$ cat src/rtl/eeprom_map.svh
// Purpose: register offsets, field positions and timing figures of the
//          eeprom array control block
// Assumes: included by bare name
// Notes:   definitions only
`ifndef EEPROM_MAP_SVH
`define EEPROM_MAP_SVH

// ----------------------------------------------------------------
// register offsets
// ----------------------------------------------------------------
`define OFF_CTRL 16'h0000
`define OFF_CFG 16'h0001
`define OFF_CFG_NV 16'h0002
`define OFF_DIVH 16'h0003
`define OFF_DIVL 16'h0004
`define OFF_DIVH_NV 16'h0005
`define OFF_DIVL_NV 16'h0006

// ----------------------------------------------------------------
// array window and secured range
// ----------------------------------------------------------------
`define ARR_FIRST 16'h0800
`define ARR_LAST 16'h09ff
`define SEC_FIRST 16'h08f0
`define SEC_LAST 16'h08ff

// ----------------------------------------------------------------
// field positions and masks
// ----------------------------------------------------------------
`define CTRL_PGM 0
`define CTRL_AUTO 2
`define CTRL_LAT 3
`define CTRL_RAS0 4
`define CTRL_RAS1 5
`define CTRL_OFF 6
`define CTRL_SPARE 7
`define CFG_BP_MSB 3
`define CFG_BP_LSB 0
`define CFG_SEC_N 4
`define CFG_SPARE_MASK 8'he0
`define DIVH_LOCK_DIS 7
`define DIVH_MASK 8'h87
`define CFG_FACTORY 8'hf0

// ----------------------------------------------------------------
// timing
// ----------------------------------------------------------------
`define TIMEBASE_US 35
`define PGM_TIME_US 10000

`endif

$ cat src/rtl/eeprom_pkg.sv
// Purpose: types shared by the eeprom array control modules
// Assumes: nothing
// Notes:   state of each module is one packed struct
package eeprom_pkg;

    typedef enum logic [1:0] {
        MODE_BYTE_PGM = 2'b00,
        MODE_BYTE_ERASE = 2'b01,
        MODE_BLOCK_ERASE = 2'b10,
        MODE_BULK_ERASE = 2'b11
    } mode_t;

    typedef enum logic [1:0] {
        TGT_ARRAY = 2'b00,
        TGT_CFG = 2'b01,
        TGT_DIVH = 2'b10,
        TGT_DIVL = 2'b11
    } target_t;

    typedef enum logic [1:0] {
        CYC_IDLE = 2'b00,
        CYC_RUN = 2'b01,
        CYC_HALT = 2'b10,
        CYC_END = 2'b11
    } cycle_state_t;

    typedef struct packed {
        logic [10:0] count;
        logic tick;
    } tb_state_t;

    typedef struct packed {
        cycle_state_t st;
        logic [15:0] ticks;
        logic done;
    } cyc_state_t;

    typedef struct packed {
        logic [7:0] ctrl;
        logic [7:0] cfg;
        logic [7:0] divh;
        logic [7:0] divl;
        logic loaded;
        logic valid;
        target_t target;
        logic [8:0] lat_addr;
        logic [7:0] lat_data;
        logic [7:0] rdata;
        logic hv;
    } ctl_state_t;

endpackage

$ cat src/rtl/eeprom_timer_if.sv
// Purpose: carries divisor, run control and ticks between control and timers
// Assumes: single clock domain
// Notes:   none
`timescale 1ns/1ps
interface eeprom_timer_if;
    logic [10:0] divisor;
    logic ref_en;
    logic run;
    logic halt;
    logic tick;
    logic done;
    modport ctl (output divisor, output ref_en, output run, output halt, input done);
    modport base (input divisor, input ref_en, input run, input halt, output tick);
    modport cyc (input tick, input run, input halt, output done);
endinterface

$ cat src/rtl/eeprom_array_control_regs.sv
// Purpose: control, configuration and timebase registers of a 512-byte
//          eeprom array, with latching, protection and cycle control
// Assumes: nonvolatile shadow bytes arrive on nv_* inputs; ref_clk_en is
//          a one-cycle pulse per selected reference clock period
// Notes:   first access may follow the first edge after reset release
`timescale 1ns/1ps
`include "eeprom_map.svh"
module eeprom_array_control_regs #(
    parameter logic [15:0] PGM_TICKS = 16'(`PGM_TIME_US / `TIMEBASE_US)
) (
    input logic clk,
    input logic rst_n,
    input logic [15:0] addr,
    input logic [7:0] wdata,
    input logic wr_en,
    input logic rd_en,
    output logic [7:0] rdata,
    input logic [7:0] array_rdata,
    input logic [7:0] nv_config,
    input logic [7:0] nv_div_high,
    input logic [7:0] nv_div_low,
    input logic ref_clk_en,
    input logic stop_mode,
    output logic array_power_down,
    output logic [1:0] program_mode,
    output logic latch_active,
    output logic hv_enable,
    output logic [1:0] hv_target,
    output logic [8:0] latched_addr,
    output logic [7:0] latched_data
);
    eeprom_pkg::ctl_state_t s;
    eeprom_pkg::ctl_state_t next_s;
    eeprom_timer_if t ();

    logic in_arr;
    logic in_sec;
    logic [8:0] off;
    logic [3:0] bp;
    logic sec_on;
    logic arr_ok;
    logic lat_idle;
    logic div_wr_ok;
    logic cfg_nv_ok;
    logic div_nv_ok;

    // ----------------------------------------------------------------
    // timers
    // ----------------------------------------------------------------
    assign t.divisor = {s.divh[2:0], s.divl};
    assign t.ref_en = ref_clk_en;
    assign t.run = s.ctrl[`CTRL_PGM] && s.ctrl[`CTRL_LAT];
    assign t.halt = stop_mode;

    eeprom_timebase u_timebase (
        .clk(clk),
        .rst_n(rst_n),
        .t(t)
    );

    eeprom_cycle_timer #(
        .PGM_TICKS(PGM_TICKS)
    ) u_cycle (
        .clk(clk),
        .rst_n(rst_n),
        .t(t)
    );

    // ----------------------------------------------------------------
    // address decode and protection
    // ----------------------------------------------------------------
    assign in_arr = (addr >= `ARR_FIRST) && (addr <= `ARR_LAST);
    assign in_sec = (addr >= `SEC_FIRST) && (addr <= `SEC_LAST);
    assign off = 9'(addr - `ARR_FIRST);
    assign bp = s.cfg[`CFG_BP_MSB:`CFG_BP_LSB];
    assign sec_on = !s.cfg[`CFG_SEC_N];
    // protected block, secured range and multi-byte erase under security all refuse
    assign arr_ok = !bp[off[8:7]]
        && !(sec_on && in_sec)
        && !(sec_on && s.ctrl[`CTRL_RAS1]);
    assign lat_idle = s.ctrl[`CTRL_LAT] && !s.ctrl[`CTRL_PGM];
    // divider halves are frozen while latched or while the lock is armed
    assign div_wr_ok = !s.ctrl[`CTRL_LAT] && s.divh[`DIVH_LOCK_DIS];
    assign cfg_nv_ok = !sec_on;
    assign div_nv_ok = s.divh[`DIVH_LOCK_DIS];

    // ----------------------------------------------------------------
    // next state
    // ----------------------------------------------------------------
    always_comb begin
        next_s = s;
        next_s.rdata = 8'h00;
        if (!s.loaded) begin
            // shadows copied on the first edge after reset; strobes dropped
            next_s.cfg = nv_config;
            next_s.divh = nv_div_high & `DIVH_MASK;
            next_s.divl = nv_div_low;
            next_s.loaded = 1'b1;
        end else begin
            if (wr_en) begin
                case (addr)
                    `OFF_CTRL: begin
                        next_s.ctrl = wdata;
                        // latch stays while enable was set, so the pump can discharge
                        if (s.ctrl[`CTRL_PGM] && !wdata[`CTRL_LAT]) begin
                            next_s.ctrl[`CTRL_LAT] = 1'b1;
                        end
                        if (!(s.ctrl[`CTRL_LAT] && s.valid)) begin
                            next_s.ctrl[`CTRL_PGM] = 1'b0;
                        end
                    end
                    `OFF_CFG: begin
                        next_s.cfg = (s.cfg & ~`CFG_SPARE_MASK)
                            | (wdata & `CFG_SPARE_MASK);
                    end
                    `OFF_DIVH: begin
                        if (div_wr_ok) begin
                            next_s.divh = wdata & `DIVH_MASK;
                        end
                    end
                    `OFF_DIVL: begin
                        if (div_wr_ok) begin
                            next_s.divl = wdata;
                        end
                    end
                    `OFF_CFG_NV: begin
                        if (lat_idle) begin
                            next_s.target = eeprom_pkg::TGT_CFG;
                            next_s.lat_addr = 9'h000;
                            next_s.lat_data = wdata;
                            next_s.valid = cfg_nv_ok;
                        end
                    end
                    `OFF_DIVH_NV: begin
                        if (lat_idle) begin
                            next_s.target = eeprom_pkg::TGT_DIVH;
                            next_s.lat_addr = 9'h000;
                            next_s.lat_data = wdata;
                            next_s.valid = div_nv_ok;
                        end
                    end
                    `OFF_DIVL_NV: begin
                        if (lat_idle) begin
                            next_s.target = eeprom_pkg::TGT_DIVL;
                            next_s.lat_addr = 9'h000;
                            next_s.lat_data = wdata;
                            next_s.valid = div_nv_ok;
                        end
                    end
                    default: begin
                        if (in_arr && lat_idle) begin
                            next_s.target = eeprom_pkg::TGT_ARRAY;
                            next_s.lat_addr = off;
                            next_s.lat_data = wdata;
                            next_s.valid = arr_ok;
                        end
                    end
                endcase
            end
            if (rd_en) begin
                case (addr)
                    `OFF_CTRL: next_s.rdata = s.ctrl;
                    `OFF_CFG: next_s.rdata = s.cfg;
                    `OFF_DIVH: next_s.rdata = s.divh;
                    `OFF_DIVL: next_s.rdata = s.divl;
                    `OFF_CFG_NV: next_s.rdata = nv_config;
                    `OFF_DIVH_NV: next_s.rdata = nv_div_high;
                    `OFF_DIVL_NV: next_s.rdata = nv_div_low;
                    default: begin
                        if (in_arr && s.ctrl[`CTRL_LAT]) begin
                            next_s.rdata = s.lat_data;
                            if (!s.ctrl[`CTRL_PGM]) begin
                                next_s.target = eeprom_pkg::TGT_ARRAY;
                                next_s.lat_addr = off;
                                next_s.valid = arr_ok;
                            end
                        end else if (in_arr) begin
                            next_s.rdata = array_rdata;
                        end
                    end
                endcase
            end
            if (t.done && s.ctrl[`CTRL_AUTO]) begin
                next_s.ctrl[`CTRL_PGM] = 1'b0;
            end
            if (!next_s.ctrl[`CTRL_LAT]) begin
                next_s.valid = 1'b0;
            end
        end
        // stop drops the pump at once; the cycle timer restarts on exit
        next_s.hv = next_s.ctrl[`CTRL_PGM] && next_s.ctrl[`CTRL_LAT]
            && !stop_mode;
    end

    // ----------------------------------------------------------------
    // state register
    // ----------------------------------------------------------------
    always_ff @(posedge clk or negedge rst_n) begin
        if (!rst_n) begin
            s <= '0;
            // array reads as unprotected until the shadow byte is loaded
            s.cfg <= `CFG_FACTORY;
        end else begin
            s <= next_s;
        end
    end

    // ----------------------------------------------------------------
    // outputs
    // ----------------------------------------------------------------
    assign rdata = s.rdata;
    assign array_power_down = s.ctrl[`CTRL_OFF];
    assign program_mode = s.ctrl[`CTRL_RAS1:`CTRL_RAS0];
    assign latch_active = s.ctrl[`CTRL_LAT];
    assign hv_enable = s.hv;
    assign hv_target = s.target;
    assign latched_addr = s.lat_addr;
    assign latched_data = s.lat_data;
endmodule

$ cat src/rtl/eeprom_cycle_timer.sv
// Purpose: times one program or erase cycle in timebase ticks
// Assumes: tick comes from eeprom_timebase
// Notes:   a halt restarts the cycle from zero once released
`timescale 1ns/1ps
`include "eeprom_map.svh"
module eeprom_cycle_timer #(
    parameter logic [15:0] PGM_TICKS = 16'(`PGM_TIME_US / `TIMEBASE_US)
) (
    input logic clk,
    input logic rst_n,
    eeprom_timer_if.cyc t
);
    eeprom_pkg::cyc_state_t s;
    eeprom_pkg::cyc_state_t next_s;

    assign t.done = s.done;

    // ----------------------------------------------------------------
    // cycle sequencer
    // ----------------------------------------------------------------
    always_comb begin
        next_s = s;
        next_s.done = 1'b0;
        case (s.st)
            eeprom_pkg::CYC_IDLE: begin
                next_s.ticks = 16'h0000;
                if (t.run) begin
                    next_s.st = eeprom_pkg::CYC_RUN;
                end
            end
            eeprom_pkg::CYC_RUN: begin
                if (!t.run) begin
                    next_s.st = eeprom_pkg::CYC_IDLE;
                end else if (t.halt) begin
                    next_s.st = eeprom_pkg::CYC_HALT;
                end else if (t.tick) begin
                    if (s.ticks >= PGM_TICKS - 16'h0001) begin
                        next_s.done = 1'b1;
                        next_s.st = eeprom_pkg::CYC_END;
                    end else begin
                        next_s.ticks = s.ticks + 16'h0001;
                    end
                end
            end
            eeprom_pkg::CYC_HALT: begin
                next_s.ticks = 16'h0000;
                if (!t.run) begin
                    next_s.st = eeprom_pkg::CYC_IDLE;
                end else if (!t.halt) begin
                    next_s.st = eeprom_pkg::CYC_RUN;
                end
            end
            eeprom_pkg::CYC_END: begin
                if (!t.run) begin
                    next_s.st = eeprom_pkg::CYC_IDLE;
                end
            end
            default: begin
                next_s.st = eeprom_pkg::CYC_IDLE;
            end
        endcase
    end

    always_ff @(posedge clk or negedge rst_n) begin
        if (!rst_n) begin
            s <= '0;
        end else begin
            s <= next_s;
        end
    end
endmodule

$ cat src/rtl/eeprom_timebase.sv
// Purpose: divides reference enable pulses into the program timebase tick
// Assumes: ref_en is a one-cycle pulse at the reference rate
// Notes:   count restarts whenever the cycle is not running or is halted
`timescale 1ns/1ps
module eeprom_timebase (
    input logic clk,
    input logic rst_n,
    eeprom_timer_if.base t
);
    eeprom_pkg::tb_state_t s;
    eeprom_pkg::tb_state_t next_s;
    logic [11:0] count_inc;

    assign count_inc = {1'b0, s.count} + 12'h001;
    assign t.tick = s.tick;

    // ----------------------------------------------------------------
    // divider
    // ----------------------------------------------------------------
    always_comb begin
        next_s = s;
        next_s.tick = 1'b0;
        if (!t.run || t.halt) begin
            next_s.count = 11'h000;
        end else if (t.ref_en) begin
            if (count_inc >= {1'b0, t.divisor}) begin
                next_s.count = 11'h000;
                next_s.tick = 1'b1;
            end else begin
                next_s.count = count_inc[10:0];
            end
        end
    end

    always_ff @(posedge clk or negedge rst_n) begin
        if (!rst_n) begin
            s <= '0;
        end else begin
            s <= next_s;
        end
    end
endmodule

$ cat config.mk
export PLATFORM = sky130hd
export DESIGN_NAME = eeprom_array_control_regs
export DESIGN_NICKNAME = d
export VERILOG_FILES = /design/src/rtl/eeprom_pkg.sv /design/src/rtl/eeprom_timer_if.sv /design/src/rtl/eeprom_array_control_regs.sv /design/src/rtl/eeprom_cycle_timer.sv /design/src/rtl/eeprom_timebase.sv
export VERILOG_INCLUDE_DIRS = /design/src /design/src/rtl
export SDC_FILE = /design/constraint.sdc
export NUM_CORES = 1
export LEC_CHECK = 0
export ABC_AREA = 1
export BUFFER_PORTS_ARGS = -buffer_cell sky130_fd_sc_hd__buf_2
export CORE_MARGIN = 4
export CORE_UTILIZATION = 23
export CTS_CLUSTER_SIZE = 20
export DETAILED_ROUTE_END_ITERATION = 7
export SLEW_MARGIN = 20
export SYNTH_ARGS = -nofsm -noshare
export SYNTH_HDL_FRONTEND = slang
export SYNTH_SLANG_ARGS = --single-unit
$ cat constraint.sdc
create_clock -name clk -period 3 [get_ports clk]
set_clock_uncertainty 0.2 [all_clocks]
set_input_delay 0.45 -clock clk [delete_from_list [all_inputs] [get_ports clk]]
set_output_delay 0.45 -clock clk [all_outputs]
set_load 0.01 [all_outputs]
==> impl_metrics.json <==
{
  "run_status": "finished clean",
  "ctsHtreeMaxLevel": 3,
  "pre_cts_slack_ns": 0.229,
  "coreArea_um2": 25200,
  "cts_buffers": 9,
  "leakagePower_nw": 3.43,
  "antenna_found_initial": 4,
  "path_max_fanout": 12,
  "cts-root-buf": "clkbuf_16",
  "io-pin-count": 94,
  "drt_iter0_drc": 392,
  "fin_crit_sh_pct": 92.4,
  "drt_first_pass_iters": 5,
  "required_ns": 3.07,
  "clk_pin_slew_ns": 0.07,
  "viasPerCell": 4.54,
  "crit_chain": "ha_2 -> nand3_2 -> nor2_2 -> nand4_1 -> or2_1 -> nor2_1 -> xor2_1 -> ha_1 -> inv_1 -> o211ai_1 -> a21oi_1 -> nand3_1 -> buf_4 -> o21ai_0",
  "met2RoutedLength_mm": 8.82,
  "finalSetupViolCount": 0,
  "area_delta_synth_final_pct": 16.3,
  "wl_per_cell_um": 15.3,
  "fin_cells": 1211,
  "fin_setup_tns_ns": 0,
  "first_global_vias": 5298,
  "synth_nets": 886,
  "synth_commonest_cells": "nand2_1, inv_1, dfrtp_1",
  "maxCapViolations": 0,
  "synth.distinct_cells": 45,
  "synth_top_area_share_pct": 36.0,
  "dieArea_um2": 28300,
  "path_delay_family": "simple AND/OR/NAND/NOR gates",
  "routed_wirelength_mm": 18.5,
  "hold_path.class": "in -> reg",
  "seq_area_um2": 2230,
  "hpwl_mm": 14.6,
  "multi_input_area_um2": 2910,
  "place_inst": 1191,
  "yosys-top-cells-area": "dfrtp_1, nand2_1, inv_1",
  "drv_slew": 0,
  "critPathCaptureType": "flip-flop",
  "fp-row-count": 58,
  "clk_latency_ns": 0.35,
  "die_w_um": 168,
  "cp_data_arrival_time_ns": 2.84,
  "yosys.cell_count.top_type": "nand2_1",
  "grt_max_degree": 64,
  "synthesis.area_um2": 5900,
  "die_h_um": 168,
  "slowest_delay_ns": 0.38,
  "tightest_slew_ns": 0.588,
  "place.port_buffers": 93,
  "ys_ff_latch": 89,
  "whs_ns": 0.153,
  "grt_pass1_wl_mm": 29.1,
  "vdd_ir_drop_max_uv": 222,
  "postRouteAntennaNets": 0,
  "setup_slack_ns": 0.229,
  "hold_viol_final": 0,
  "cts.sinks": 89,
  "drive_gt1_share_pct": 20.8,
  "worst_setup_path_start_kind": "flip-flop",
  "synth-async-reset-ratio_pct": 100,
  "synthCells": 810,
  "grt.overflow.total": 0,
  "max_freq_mhz": 361,
  "yosysWarnings": 0,
  "met1Wirelength_mm": 7.85,
  "top_layer": "met5",
  "clock_path_buffers": 2,
  "fin_crit_ns": 2.77,
  "vias": 5502,
  "track_usage_pct": 13.0,
  "slew_headroom_pct": 60.8,
  "initial_core_util_pct": 23.4,
  "synth_edf_count": 0,
  "gp_congestion": 0.912,
  "worst-setup-path-type": "reg -> reg",
  "crit_slowest_cell": "dfrtp_1",
  "seq_area_frac_synth_pct": 37.8,
  "drc_errors": 0,
  "syn_area_per_cell_um2": 7.29,
  "cts_tree": "yes",
  "nets": 951,
  "nFillCells": 2778,
  "powerDensity_nw_per_um2": 431,
  "crit_buf_inv": 2,
  "wl_met3_mm": 1.39,
  "yosys.area.top_type": "dfrtp_1",
  "synthFlopType": "dfrtp_1"
}
==> worst paths after layout <==
kind | to | start | cells past startpoint | slack (ns)
worst min-delay path | hv_enable | stop_mode | 2 | 0.15
worst max-delay path | u_timebase.s[7] | u_timebase.s[1] | 14 | 0.23
min in group asynchronous | u_cycle.s[6] | rst_n | 2 | 0.35
max in group asynchronous | s[51] | rst_n | 3 | 1.56
worst max register to register | u_timebase.s[7] | u_timebase.s[1] | 14 | 0.23
worst min register to register | u_cycle.s[11] | u_cycle.s[11] | 2 | 0.27
==> placed cells by master (no fill, tap or decap), types with 9 or more instances in the layout <==
cell | netlist | routed
nand2_1 | 187 | 187
inv_1 | 101 | 101
buf_2 | 5 | 92
dfrtp_1 | 85 | 85
nor2_1 | 74 | 73
o21ai_0 | 65 | 64
nand3_1 | 39 | 38
a21oi_1 | 31 | 31
o22ai_1 | 19 | 18
inv_2 | 14 | 14
ha_1 | 14 | 13
buf_4 | 31 | 13
o21ai_1 | 10 | 11
o21ai_2 | 10 | 10
nand2_2 | 9 | 9
o21bai_1 | 9 | 9
clkbuf_16 | 0 | 9
==> registers in the layout (all words and copies together) (netlist names) <==
| signal | flops |
|---|---|
| array_power_down | 1 |
| bp | 4 |
| cfg_nv_ok | 1 |
| div_nv_ok | 1 |
| hv_enable | 1 |
| hv_target | 2 |
| latch_active | 1 |
| latched_addr | 9 |
| latched_data | 8 |
| program_mode | 2 |
| rdata | 8 |
| s | 20 |
| u_cycle.s | 18 |
| u_cycle.t.done | 1 |
| u_timebase.s | 11 |
| u_timebase.t.tick | 1 |
==> layout make-up <==
class	count	share of cell area (%)
multi-input cells	553	42.3
flip-flops and latches	89	32.5
repair buffers	107	8.56
inverters	115	6.29
well taps	330	6.01
clock buffers	9	3.28
clock inverters	7	0.966
diodes	1	0.0364
==> where the power goes <==
| part | internal [W] | switching (W) | leakage [nW] | total (W) |
|---|---|---|---|---|
| Clock | 0.000587 | 0.000548 | 0.145 | 0.00114 |
| Combinational | 0.000162 | 0.000310 | 2.10 | 0.000472 |
| Sequential | 0.00127 | 0.0000875 | 1.18 | 0.00135 |
| Total | 0.00201 | 0.000946 | 3.43 | 0.00296 |
==> worst register-to-register path, cell delays in order (launching register included) <==
cell and delay (ns):
dfrtp_1 0.38, ha_2 0.21, nand3_2 0.10, nor2_2 0.14
nand4_1 0.10, or2_1 0.24, nor2_1 0.11, xor2_1 0.22
ha_1 0.28, inv_1 0.06, o211ai_1 0.09, a21oi_1 0.14
nand3_1 0.08, buf_4 0.19, o21ai_0 0.16
==> through the flow <==
step                total power [W]  instance area (µm²)  utilization, %
floorplan                   0.00169                 5900               -
global placement            0.00185                 6530            25.9
detailed placement          0.00185                 6530            25.9
CTS                         0.00300                 6830            27.1
global route                0.00313                 6860            27.3
finish                      0.00296                 6870            27.3
==> per-layer routing <==
layer  global-route usage (%)  vias up
met4                     3.32        8
li1                         -     2756
met1                     16.3     2544
met2                     21.7      161
met5                        0        -
met3                     4.18       33
==> what timing repair did <==
action / CTS / global route
hold buffers: 1 / 0
resized for setup: 0 / 5
endpoints found under the hold margin: 26 / 0
setup endpoints to repair: 0 / 12
setup buffers: 0 / 2
==> cell families (layout without fill, tap and decap cells) <==
kind of cell    after synthesis  after routing  synth area share (%)
fa+ha+maj                    14             14                  2.97
buf+inv                     168            238                  13.2
simple gates                348            348                  25.8
other cells                   1              2                0.0635
compound gates              182            182                  18.9
xor+xnor                      8              8                  1.19
flops                        89             89                  37.8
Power figures use the tool's default switching activity.
